[config.mk]
export PLATFORM = sky130hd
export DESIGN_NAME = sync_serial_port
export DESIGN_NICKNAME = d
export VERILOG_FILES = /design/src/pkg/spi_port_pkg.sv /design/src/rtl/byte_fifo.sv /design/src/rtl/sck_rate_gen.sv /design/src/rtl/sync_serial_port.sv
export SDC_FILE = /design/constraint.sdc
export NUM_CORES = 1
export LEC_CHECK = 0
export BUFFER_PORTS_ARGS = -buffer_cell sky130_fd_sc_hd__buf_2
export CAP_MARGIN = 10
export CORE_ASPECT_RATIO = 1.2
export CORE_UTILIZATION = 40
export CTS_BUF_LIST = sky130_fd_sc_hd__clkbuf_4
export DETAILED_ROUTE_END_ITERATION = 16
export GPL_ROUTABILITY_DRIVEN = 0
export SLEW_MARGIN = 20
export SYNTH_ARGS = -nofsm -noshare
export SYNTH_HDL_FRONTEND = slang
export SYNTH_HIERARCHICAL = 1
export SYNTH_SLANG_ARGS = --single-unit
[constraint.sdc]
create_clock -name CLOCK -period 5.5 [get_ports CLOCK]
set_clock_uncertainty 0.05 [all_clocks]
set_input_delay 0.55 -clock CLOCK [delete_from_list [all_inputs] [get_ports CLOCK]]
set_output_delay 0.55 -clock CLOCK [all_outputs]
set_load 0.05 [all_outputs]
[src/pkg/spi_port_pkg.sv]
// Operation
// - every transfer shifts exactly 8 bits out and 8 bits in together
// - data moves most significant bit first, both directions, master and slave
// - only the master drives the serial clock and starts exchanges
// - after bit eight the byte goes to the buffer, then full and irq flags set
// - buffer write during a transfer is dropped, shift register untouched, collision flag set
// - collision flag stays set until software clears it
// - reading the last unread byte from the buffer clears the buffer-full flag
// - in master mode a buffer write with room in the buffer starts the transfer at once
// - shift register is reachable only through the buffer
// - clearing the enable resets the port, setting it restarts operation
// - enabled master takes over pins, drives clock and data out, samples data in
// - master rate is system clock over 4, 16, 64 or timer output over 2
// - polarity bit picks the resting level of the serial clock
// - edge select set means output bit valid before the partner's sampling edge
// - sample-phase bit samples input at middle or end of the bit time
// - master in sleep freezes the transfer and resumes after wake-up
// - receive-only master may disable data out but keeps shifting data in
// - slave shifts one bit per external clock pulse, never chooses transfer timing
// - slave byte completing while the buffer is still full sets overflow, stops traffic
// - in slave-select mode a high select holds reset and floats data out
// - any port reset returns the bit counter to zero
package spi_port_pkg;
    localparam int         BYTE_W     = 8;
    localparam int         MODE_W     = 4;
    localparam int         FIFO_DEPTH = 16;
    localparam int         HALF_CNT_W = 6;
    localparam logic [3:0] MODE_DIV4  = 4'h0;
    localparam logic [3:0] MODE_DIV16 = 4'h1;
    localparam logic [3:0] MODE_DIV64 = 4'h2;
    localparam logic [3:0] MODE_TIMER = 4'h3;
    localparam logic [3:0] MODE_SL_SS = 4'h4;
    localparam logic [3:0] MODE_SL_NO = 4'h5;
    // system clocks per half period of the serial clock
    localparam logic [5:0] HALF_DIV4  = 6'h02;
    localparam logic [5:0] HALF_DIV16 = 6'h08;
    localparam logic [5:0] HALF_DIV64 = 6'h20;
    localparam logic [2:0] LAST_BIT   = 3'h7;
    localparam logic [4:0] HALF_FIRST = 5'h00;
    localparam logic [4:0] HALF_END   = 5'h10;
    typedef enum logic {ST_IDLE, ST_SHIFT} state_t;
endpackage

[src/rtl/byte_fifo.sv]
`timescale 1ns/1ns
module byte_fifo #(
    parameter int WIDTH = spi_port_pkg::BYTE_W,
    parameter int DEPTH = spi_port_pkg::FIFO_DEPTH
) (
    input  wire logic             clk,       // system clock
    input  wire logic             rst,       // synchronous reset
    input  wire logic             in_valid,  // push request
    output logic                  in_ready,  // room for one more word
    input  wire logic [WIDTH-1:0] in_data,   // word pushed
    output logic                  out_valid, // head word present
    input  wire logic             out_ready, // pop request
    output logic      [WIDTH-1:0] out_data   // head word
);
    import spi_port_pkg::*;

    localparam int PW = $clog2(DEPTH);

    logic [WIDTH-1:0] mem_ff [DEPTH];
    logic [PW-1:0]    wr_ptr_ff;
    logic [PW-1:0]    rd_ptr_ff;
    logic [PW:0]      count_ff;
    logic             push;
    logic             pop;

    assign in_ready  = count_ff != (PW+1)'(DEPTH);
    assign out_valid = count_ff != '0;
    assign out_data  = mem_ff[rd_ptr_ff];
    assign push      = in_valid && in_ready;
    assign pop       = out_ready && out_valid;

    always_ff @(posedge clk) begin
        if (push) begin
            mem_ff[wr_ptr_ff] <= in_data;
        end
    end

    always_ff @(posedge clk) begin
        if (rst) begin
            wr_ptr_ff <= '0;
            rd_ptr_ff <= '0;
            count_ff  <= '0;
        end else begin
            if (push) begin
                wr_ptr_ff <= wr_ptr_ff + PW'(1);
            end
            if (pop) begin
                rd_ptr_ff <= rd_ptr_ff + PW'(1);
            end
            count_ff <= count_ff + (PW+1)'(push) - (PW+1)'(pop);
        end
    end
endmodule

[src/rtl/sck_rate_gen.sv]
`timescale 1ns/1ns
module sck_rate_gen #(
    parameter int CNT_W = 6
) (
    input  wire logic       clk,        // system clock
    input  wire logic       rst,        // synchronous reset
    input  wire logic       clear,      // restart the half period
    input  wire logic       hold,       // freeze the count (sleep)
    input  wire logic [1:0] rate_sel,   // low bits of the mode field
    input  wire logic       timer_tick, // one-cycle timer output pulse
    output logic            tick        // one half period elapsed
);
    import spi_port_pkg::*;

    logic [CNT_W-1:0] cnt_ff;
    logic [CNT_W-1:0] limit;

    always_comb begin
        case (rate_sel)
            MODE_DIV4[1:0]:  limit = CNT_W'(HALF_DIV4);
            MODE_DIV16[1:0]: limit = CNT_W'(HALF_DIV16);
            default:         limit = CNT_W'(HALF_DIV64);
        endcase
    end

    // timer rate: each timer pulse is a half period, giving timer over 2
    assign tick = !clear && !hold && ((rate_sel == MODE_TIMER[1:0]) ? timer_tick
                                      : (cnt_ff == limit - CNT_W'(1)));

    always_ff @(posedge clk) begin
        if (rst || clear || tick) begin
            cnt_ff <= '0;
        end else if (!hold && rate_sel != MODE_TIMER[1:0]) begin
            cnt_ff <= cnt_ff + CNT_W'(1);
        end
    end
endmodule

[src/rtl/sync_serial_port.sv]
`timescale 1ns/1ns
module sync_serial_port (
    input  wire logic                            CLOCK,              // system clock
    input  wire logic                            RESET,              // sync reset, high
    input  wire logic                            PORT_ENABLE,        // port enable bit
    input  wire logic [spi_port_pkg::MODE_W-1:0] PORT_MODE,          // port mode field
    input  wire logic                            CLOCK_IDLE_POL,     // resting clock level
    input  wire logic                            CLOCK_EDGE_SEL,     // data valid before edge
    input  wire logic                            INPUT_SAMPLE_PHASE, // 1 samples at end
    input  wire logic                            RX_ONLY,            // master data out off
    input  wire logic                            SLEEP,              // core clock halted
    input  wire logic                            TIMER_TICK,         // timer output pulse
    input  wire logic                            BUF_WR_STROBE,      // write the buffer
    input  wire logic [spi_port_pkg::BYTE_W-1:0] BUF_WR_DATA,        // byte written
    input  wire logic                            BUF_RD_STROBE,      // read the buffer
    output logic      [spi_port_pkg::BYTE_W-1:0] BUF_RD_DATA,        // oldest received byte
    output logic                                 BUFFER_FULL_FLAG,   // unread byte waiting
    input  wire logic                            WRITE_COLLISION_FLAG_CLEAR,         // clear collision flag
    input  wire logic                            OVF_CLEAR,          // clear overflow flag
    input  wire logic                            IRQ_CLEAR,          // clear irq flag
    output logic                                 WRITE_COLLISION_FLAG, // write refused
    output logic                                 RX_OVERFLOW_FLAG,   // slave byte lost
    output logic                                 PORT_IRQ_FLAG,      // byte completed
    output logic                                 XFER_BUSY,          // transfer in progress
    input  wire logic                            SCK_IN,             // serial clock pin in
    output logic                                 SCK_OUT,            // serial clock pin out
    output logic                                 SCK_OE,             // serial clock drive
    input  wire logic                            SERIAL_IN_PIN,                // serial_in_pin
    output logic                                 SDO_OUT,            // serial_out_pin level
    output logic                                 SDO_OE,             // serial_out_pin drive
    input  wire logic                            SS_N                // slave select, low
);
    import spi_port_pkg::*;

    function automatic logic mode_is_master(input logic [MODE_W-1:0] m);
        return m <= MODE_TIMER;
    endfunction

    function automatic logic mode_is_slave(input logic [MODE_W-1:0] m);
        return m == MODE_SL_SS || m == MODE_SL_NO;
    endfunction

    state_t            state_ff;
    logic [BYTE_W-1:0] shift_reg_ff;
    logic [2:0]        bit_cnt_ff;
    logic [4:0]        half_ff;
    logic              sck_ff;
    logic              sck_prev_ff;
    logic              sample_ff;
    logic              s_active_ff;
    logic              write_collision_flag_ff;
    logic              ovf_ff;
    logic              irq_ff;

    logic              is_master;
    logic              is_slave;
    logic              ss_hold;
    logic              port_reset;
    logic              slave_run;
    logic              busy;
    logic              tick;
    logic              m_tick;
    logic              m_shift;
    logic              m_mid;
    logic              sck_edge;
    logic              lead;
    logic              trail;
    logic              s_last_trail;
    logic              s_shift;
    logic              shift_ev;
    logic              mid_ev;
    logic              in_bit;
    logic              done_ev;
    logic [BYTE_W-1:0] rx_byte;
    logic              wr_ok;
    logic              collision;
    logic              fifo_in_ready;
    logic              push;

    assign is_master  = PORT_ENABLE && mode_is_master(PORT_MODE);
    assign is_slave   = PORT_ENABLE && mode_is_slave(PORT_MODE);
    assign ss_hold    = PORT_ENABLE && PORT_MODE == MODE_SL_SS && SS_N;
    assign port_reset = !PORT_ENABLE || ss_hold;
    // overflow parks the slave until software clears it
    assign slave_run  = is_slave && !ss_hold && !ovf_ff;
    assign busy       = (is_master && state_ff == ST_SHIFT) || s_active_ff;

    sck_rate_gen #(
        .CNT_W      (HALF_CNT_W)
    ) u_rate (
        .clk        (CLOCK),
        .rst        (RESET),
        .clear      (!(is_master && state_ff == ST_SHIFT)),
        .hold       (SLEEP),
        .rate_sel   (PORT_MODE[1:0]),
        .timer_tick (TIMER_TICK),
        .tick       (tick)
    );

    // master: half periods 0..15 toggle the clock; half 16 only ends the last bit time
    assign m_tick  = is_master && state_ff == ST_SHIFT && tick && !SLEEP;
    assign m_shift = m_tick && (CLOCK_EDGE_SEL ? half_ff[0]
                                : (!half_ff[0] && half_ff != HALF_FIRST));
    assign m_mid   = m_tick && (CLOCK_EDGE_SEL ? (!half_ff[0] && half_ff != HALF_END)
                                : half_ff[0]);

    // slave: pin is synchronous, edges seen by comparing with last sample
    assign sck_edge     = slave_run && SCK_IN != sck_prev_ff;
    assign lead         = sck_edge && sck_prev_ff == CLOCK_IDLE_POL;
    assign trail        = sck_edge && !lead;
    assign s_last_trail = trail && !CLOCK_EDGE_SEL && bit_cnt_ff == LAST_BIT;
    assign s_shift      = CLOCK_EDGE_SEL ? trail
                          : ((lead && s_active_ff) || s_last_trail);

    assign shift_ev = m_shift || s_shift;
    assign mid_ev   = m_mid || (sck_edge && (CLOCK_EDGE_SEL ? lead : trail));
    // end-of-bit sampling takes the pin on the shifting edge itself
    assign in_bit   = ((m_shift && INPUT_SAMPLE_PHASE) || s_last_trail) ? SERIAL_IN_PIN
                      : sample_ff;
    assign rx_byte  = {shift_reg_ff[BYTE_W-2:0], in_bit};
    assign done_ev  = shift_ev && bit_cnt_ff == LAST_BIT;
    assign push     = done_ev && fifo_in_ready;

    // master start also waits for room, so a finished byte always has a slot
    assign wr_ok     = BUF_WR_STROBE && PORT_ENABLE && !busy && fifo_in_ready;
    assign collision = BUF_WR_STROBE && PORT_ENABLE && !wr_ok;

    byte_fifo #(
        .WIDTH     (BYTE_W),
        .DEPTH     (FIFO_DEPTH)
    ) u_fifo (
        .clk       (CLOCK),
        .rst       (RESET),
        .in_valid  (push),
        .in_ready  (fifo_in_ready),
        .in_data   (rx_byte),
        .out_valid (BUFFER_FULL_FLAG),
        .out_ready (BUF_RD_STROBE),
        .out_data  (BUF_RD_DATA)
    );

    // software reaches the shift register only by a buffer write
    always_ff @(posedge CLOCK) begin
        if (RESET) begin
            shift_reg_ff <= '0;
        end else if (wr_ok) begin
            shift_reg_ff <= BUF_WR_DATA;
        end else if (shift_ev) begin
            shift_reg_ff <= rx_byte;
        end
    end

    always_ff @(posedge CLOCK) begin
        if (RESET || port_reset) begin
            bit_cnt_ff <= '0;
        end else if (wr_ok && is_master) begin
            bit_cnt_ff <= '0;
        end else if (shift_ev) begin
            bit_cnt_ff <= bit_cnt_ff + 3'h1;
        end
    end

    always_ff @(posedge CLOCK) begin
        if (RESET || !is_master) begin
            state_ff <= ST_IDLE;
            half_ff  <= HALF_FIRST;
            sck_ff   <= 1'b0;
        end else begin
            case (state_ff)
                ST_IDLE: begin
                    if (wr_ok) begin
                        state_ff <= ST_SHIFT;
                        half_ff  <= HALF_FIRST;
                        sck_ff   <= 1'b0;
                    end
                end
                ST_SHIFT: begin
                    if (done_ev) begin
                        state_ff <= ST_IDLE;
                        sck_ff   <= 1'b0;
                    end else if (m_tick) begin
                        half_ff <= half_ff + 5'h01;
                        if (half_ff != HALF_END) begin
                            sck_ff <= !sck_ff;
                        end
                    end
                end
                default: begin
                    state_ff <= ST_IDLE;
                end
            endcase
        end
    end

    always_ff @(posedge CLOCK) begin
        if (RESET) begin
            sample_ff <= 1'b0;
        end else if (mid_ev) begin
            sample_ff <= SERIAL_IN_PIN;
        end
    end

    always_ff @(posedge CLOCK) begin
        if (RESET) begin
            // rest level, so an idle-high pin shows no false edge after reset
            sck_prev_ff <= CLOCK_IDLE_POL;
        end else begin
            sck_prev_ff <= SCK_IN;
        end
    end

    always_ff @(posedge CLOCK) begin
        if (RESET || !slave_run || done_ev) begin
            s_active_ff <= 1'b0;
        end else if (sck_edge) begin
            s_active_ff <= 1'b1;
        end
    end

    // each flag: a set in the same cycle as its clear wins
    always_ff @(posedge CLOCK) begin
        if (RESET) begin
            write_collision_flag_ff <= 1'b0;
        end else if (collision) begin
            write_collision_flag_ff <= 1'b1;
        end else if (WRITE_COLLISION_FLAG_CLEAR) begin
            write_collision_flag_ff <= 1'b0;
        end
    end

    always_ff @(posedge CLOCK) begin
        if (RESET) begin
            ovf_ff <= 1'b0;
        end else if (done_ev && is_slave && !fifo_in_ready) begin
            ovf_ff <= 1'b1;
        end else if (OVF_CLEAR) begin
            ovf_ff <= 1'b0;
        end
    end

    always_ff @(posedge CLOCK) begin
        if (RESET) begin
            irq_ff <= 1'b0;
        end else if (push) begin
            irq_ff <= 1'b1;
        end else if (IRQ_CLEAR) begin
            irq_ff <= 1'b0;
        end
    end

    assign WRITE_COLLISION_FLAG = write_collision_flag_ff;
    assign RX_OVERFLOW_FLAG     = ovf_ff;
    assign PORT_IRQ_FLAG        = irq_ff;
    assign XFER_BUSY            = busy;
    assign SCK_OE               = is_master;
    assign SCK_OUT              = is_master && (sck_ff ^ CLOCK_IDLE_POL);
    assign SDO_OUT              = shift_reg_ff[BYTE_W-1];
    assign SDO_OE               = (is_master && !RX_ONLY)
                                  || (is_slave && !ss_hold);
endmodule

* Word level (Yosys, flattened, before mapping) *
Memory sizes are Yosys's and may differ from the RTL's. A register that Yosys moved wholly into a read port is not among the register bits.
Cells that the tools add are included.
W data, S select, Z words.

storage, ports and cells
  register bits = 43
  bits in writable memories = 128
  input bits = 29
  output and inout port bits = 17
  memories = 1

memories
  name           depth  width  rd ports  clocked after memory_dff  wr ports  RTL line         source
  u_fifo.mem_ff  16     8      1         1                         1         byte_fifo.sv:19  logic [WIDTH-1:0] mem_ff [DEPTH];

operators by class
  add/sub/neg operators = 8
  $lt $le $gt $ge = 1
  equal/unequal tests = 16
  muxes and demuxes = 32
  bitwise gates (word level) = 2
  reduce and logical (&&, ||, !) cells = 76

operators with widths
  operator               number
  $logic_and A1 B1 Y1    37
  $mux W1                21
  $mux W8                2
  $logic_not A1 Y1       15
  $mux W5                3
  $logic_or A1 B1 Y1     14
  $pmux W6 S2            1
  $ne A5 B5 Y1 const B   2
  $pmux W5 S2            1
  $reduce_bool A5 Y1     2
  $add A4 B1 Y4 const B  2
  $eq A4 B3 Y1 const B   2
  $mux W4                2
  $reduce_bool A2 Y1     4
  $add A6 B1 Y6 const B  1
  $eq A6 B6 Y1           1
  $ne A2 B2 Y1 const B   3
  $ne A3 B1 Y1 const B   2
  $reduce_and A3 Y1      2
  $sub A6 B1 Y6 const B  1
  $add A5 B1 Y5          1
  $add A5 B1 Y5 const B  1
  $sub A5 B1 Y5          1
  $le A4 B2 Y1 const B   1
  12 further kinds       13

* Depth between registers and ports, before layout *
  depth in word-level cells = 20
  gate-level depth with buffers = 20
  depth with buffers taken out = 18

* Modules after synthesis *
Netlist, hierarchy kept.

modules (own cells, without submodules)
  module            instances  cells each  area an instance (sq um)
  byte_fifo         1          311         5756.8
  sync_serial_port  1          165         1498.9
  sck_rate_gen      1          48          466.7

* Worst setup path after synthesis *
OpenSTA, ideal clock, no wires.

  kind = input -> register
  from = input port PORT_MODE[1] (netlist bit)
  to = register u_fifo.count_ff[4]
  arrival time = 4061 ps
  data required time = 5323 ps
  path slack = 1262 ps
  cell stages on the path = 20
  cells stage by stage = buf_6 > or2_2 > ha_1 > xnor2_1 > a2111oi_4 > o311a_4 > o21bai_1 > and2b_2 > nand2_1 > o2bb2ai_2 > and3_1 > and2_1 > buf_2 > ha_1 > inv_1 > fa_1 > nor2b_1 > o21bai_1 > a21oi_1 > nor3b_1

RTL lines
  item                                              RTL line                 source
  from (decl)                                       sync_serial_port.sv:6    input wire logic [spi_port_pkg::MODE_W-1:0] PORT_MODE,
  $eq A2 B1 Y1 or $logic_not A2 Y1 (tied branches)  sck_rate_gen.sv:19       case (rate_sel)
  $pmux W6 S2                                       sck_rate_gen.sv:19
  $sub A6 B1 Y6                                     sck_rate_gen.sv:28       : (cnt_ff == limit - CNT_W'(1)));
  $eq A6 B6 Y1                                      sck_rate_gen.sv:28
  $mux W1                                           sck_rate_gen.sv:27       assign tick = !clear && !hold && ((rate_sel == MODE_TIMER[1:0]) ? timer_tick
  $logic_and A1 B1 Y1 *                             sck_rate_gen.sv:27
  named net tick                                    sync_serial_port.sv:61   logic tick;
  $logic_and A1 B1 Y1 * (2 in series)               sync_serial_port.sv:101  assign m_tick = is_master && state_ff == ST_SHIFT && tick && !SLEEP;
  $logic_and A1 B1 Y1 *                             sync_serial_port.sv:102  assign m_shift = m_tick && (CLOCK_EDGE_SEL ? half_ff[0]
  $logic_or A1 B1 Y1 *                              sync_serial_port.sv:115  assign shift_ev = m_shift || s_shift;
  $logic_and A1 B1 Y1 *                             sync_serial_port.sv:121  assign done_ev = shift_ev && bit_cnt_ff == LAST_BIT;
  $logic_and A1 B1 Y1 *                             sync_serial_port.sv:122  assign push = done_ev && fifo_in_ready;
  named net push                                    sync_serial_port.sv:78   logic push;
  $logic_and A1 B1 Y1 *                             byte_fifo.sv:29          assign push = in_valid && in_ready;
  named net u_fifo.push                             byte_fifo.sv:23          logic push;
  $add A5 B1 Y5 *                                   byte_fifo.sv:50          count_ff <= count_ff + (PW+1)'(push) - (PW+1)'(pop);
  $sub A5 B1 Y5 *                                   byte_fifo.sv:50
  to (signal assigned)                              byte_fifo.sv:50
  to (decl)                                         byte_fifo.sv:22          logic [PW:0] count_ff;

The timed path passes the listed nets; every way through them passes the cells marked *.
A chain may end at the register's enable or synchronous reset.

* Worst setup path after layout *
  from = input port PORT_MODE[1] (netlist bit)
  to = register u_fifo.count_ff[4]

RTL lines
  item                                              RTL line
  $eq A2 B1 Y1 or $logic_not A2 Y1 (tied branches)  sck_rate_gen.sv:19
  $pmux W6 S2                                       sck_rate_gen.sv:19
  $sub A6 B1 Y6                                     sck_rate_gen.sv:28
  $eq A6 B6 Y1                                      sck_rate_gen.sv:28
  $mux W1                                           sck_rate_gen.sv:27
  $logic_and A1 B1 Y1 *                             sck_rate_gen.sv:27
  named net tick                                    sync_serial_port.sv:61
  $logic_and A1 B1 Y1 * (2 in series)               sync_serial_port.sv:101
  $logic_and A1 B1 Y1 *                             sync_serial_port.sv:102
  $logic_or A1 B1 Y1 *                              sync_serial_port.sv:115
  $logic_and A1 B1 Y1 *                             sync_serial_port.sv:121
  $logic_and A1 B1 Y1 *                             sync_serial_port.sv:122
  named net push                                    sync_serial_port.sv:78
  $logic_and A1 B1 Y1 *                             byte_fifo.sv:29
  $add A5 B1 Y5 *                                   byte_fifo.sv:50
  $sub A5 B1 Y5 *                                   byte_fifo.sv:50

Marked as above.

==> metrics.txt <==
status=completed; Post-CTS Hold Buffers=0; total cell area at the placement stage=8132 um^2; number of inserted filler cells in the final layout=1,718; main combinational cell family by area after synthesis=multiplexers; actual transition at the worst max-transition pin=0.8451 ns; proportion of netlist area held by the largest area contributor=0.4977; startpoint type of the worst setup path=input pin; Die ar.=19,870 um^2; Flop pwr share=0.561; crit path time final=4.247 ns; clk_lat worst skew=0.55 ns; maximum clock insertion buffer count=2; number of gates given a new drive strength after cts=0; type of the worst min-delay path=input pin to flip-flop; Critical Path Sink Type=flip-flop; synthesized-area fraction occupied by ao, oa, aoi and oai cells=0.06918; initial core utilization=0.4096; sequential cell area fraction in the yosys report=0.6196; die extent in y=154.2 um; clock buffer count from CTS=17; share of synthesized cell area in full adder, half adder and majority cells=0.03014; via-per-instance ratio=5.261; post-synthesis simple-gate area fraction=0.1021; final setup violation count=0; Sinks on Clock Net=175; final HPWL from detailed placement=10,470 um; Post-Layout Inst Area=8378 um^2; routed length per placed instance=18.15 um; antenna violations before repair=0; post-CTS setup-driven buffer insertion count=0; Post-synth EDFFs=128; power density over cell area=337.3 nW/um^2; CTS tree=yes; unrepaired setup endpoints after global routing=no; most frequently used flop master after synthesis=edfxtp_1; post-synthesis cell type count=67; area of the core region=18,860 um^2; first-pass GRT wire length=23,710 um; pre-CTS setup slack=0.7296 ns; number of global-route vias before repair=4,458; count of inserted antenna diode cells=0; maximum number of pins on one net before global-route repair=33; signal arrival time at the worst endpoint=4.66 ns; number of nets in the finished design=616; Leak Pwr=2.959 nW; worst-case setup margin in the final layout=1.253 ns; DRC violation count after routing=0; netlist area before placement=7722 um^2; standard-cell row count=55; total negative slack for setup checks=0 ns; die extent in x=128.8 um; most common cell after layout, fill and taps aside=edfxtp_1; number of synthesized register bits=175; crit path launch=PORT_MODE[1]; clock edge transition at the registers on the reported setup and hold paths=0.15 ns; number of warning messages in the yosys log=6; Crit Path Max Fanout=11; cell types occupying the most area after synthesis=edfxtp_1, dfxtp_1, mux4_2; launch instance of the worst register-to-register path=state_ff; share of power burned in combinational logic=0.209; layout cells sized above 1=0.2251; switching power summed over all nets=0.0008641 W; nets in the synthesized netlist=571; crit share post-route=0.7722; peak clock frequency supported by timing=0.2354 GHz; maximum capacitance violations=0; gr usage total=0.1624; highest-count cells in the layout ignoring fill and taps=edfxtp_1, dfxtp_1, buf_2, nand2_1, nor2_1; required time at the worst-slack endpoint=5.91 ns; Slew headroom=0.4366; design internal power=0.001962 W; mean post-synth cell area=14.74 um^2; Pre-Repair DR Iteration Count=4; async set or reset register ratio after synthesis=0; count of buffers inserted at the top-level ports=45; number of instances in the synthesized netlist=524; sw frac=0.3058; total number of H-tree levels=4; critical path start-end classification=input pin to flip-flop; hold wc startpoint=OVF_CLEAR; vias after detailed routing=4,409; iteration-0 DRC count of the detailed router=316; remaining antenna violation count=0; Remaining Overflow, GRT=0; number of pins with negative max-slew slack in the final report=0; multiplexer fraction of the synthesized cell area=0.1207; Final Util=0.4443; xor/xnor share of the synthesized area=0.02479; hold violation total from the final report=0; VDD IR-drop max=0.1482 mV; root cell of the clock tree=clkbuf_4; Top-Level Pins=46; Synth area leader=edfxtp_1; Clk pwr share=0.230; area added between synthesis and finish=8.490%; Design Power=0.002826 W; total length of routed wires=15,210 um
[worst max-delay path, cell delays in order]
cell and delay (ns):
buf_2 0.17, or2_2 0.32, ha_1 0.30, xnor2_1 0.16, a2111oi_4 0.30, o311a_4 0.28, o21bai_1 0.10, and2b_2 0.20
nand2_1 0.12, o2bb2ai_2 0.37, and3_1 0.29, and2_1 0.29, ha_1 0.23, inv_1 0.06, fa_1 0.37, nor2b_1 0.17
o21bai_1 0.10, nand3_1 0.08, nor3b_1 0.19
[power by group through the flow]
stage / sequential [W] / combinational, W / clock, W
global route: 0.00160 / 0.000645 / 0.000721
global placement: 0.00161 / 0.000586 / 0
detailed placement: 0.00162 / 0.000597 / 0
floorplan: 0.00154 / 0.000539 / 0
CTS: 0.00159 / 0.000599 / 0.000675
finish: 0.00158 / 0.000591 / 0.000650
[per-stage QoR]
stage	cells	hold slack, ns
2_1_floorplan	524	0.3822
3_3_place_gp	806	0.3914
3_5_place_dp	806	0.3986
4_1_cts	838	0.1260
5_1_grt	838	0.1168
6_report	838	0.1793
[area by class of cell]
cell class / count / area (um^2) / share of cell area
clock inverters: 15 / 118.9 / 0.01419
flip-flops and latches: 175 / 4787 / 0.5714
well taps: 256 / 320.3 / 0.03823
inverters: 22 / 82.58 / 0.009857
repair buffers: 50 / 262.8 / 0.03136
multi-input cells: 303 / 2679 / 0.3197
clock buffers: 17 / 127.6 / 0.01523
[state kept, by name, indices dropped and copies added (netlist names), 3 cells and up, named ones only]
register / cells
u_fifo/mem_ff: 128
u_rate/cnt_ff: 6
half_ff: 5
bit_cnt_ff: 3
u_fifo/wr_ptr_ff: 4
u_fifo/rd_ptr_ff: 4
u_fifo/count_ff: 5
shift_reg_ff: 8
[cells by family after synthesis]
kind of cell,count (synthesis)
AND/OR/NAND/NOR,144
multiplexers,51
buffers and inverters,46
AO/OA/AOI/OAI,69
XOR/XNOR,21
adder cells (fa/ha/maj),18
flip-flops,175
[synth_stat cells, drive strengths merged (10+ instances only)]
cell type,n
inv,22
a22oi,16
mux2i,17
edfxtp,128
mux4,32
xor2,15
buf,16
o21ai,10
a21oi,19
nand2,34
nand3,10
nor2,33
dfxtp,47
ha,17
[final timing paths]
check	to	slack, ns	depth (start not counted)
max	u_fifo/count_ff[4]	1.25	19
min	RX_OVERFLOW_FLAG	0.18	3
max reg2reg	u_fifo/count_ff[4]	1.38	17
min reg2reg	sample_ff	0.42	2
[layer usage]
layer	vias up	track usage	routed length (um)
li1	2080	-	-
met1	2209	0.1956	6473
met2	104	0.2865	8030
met3	16	0.03840	539
met4	0	0.04762	163
met5	-	0	0
Power figures use the tool's default switching activity.
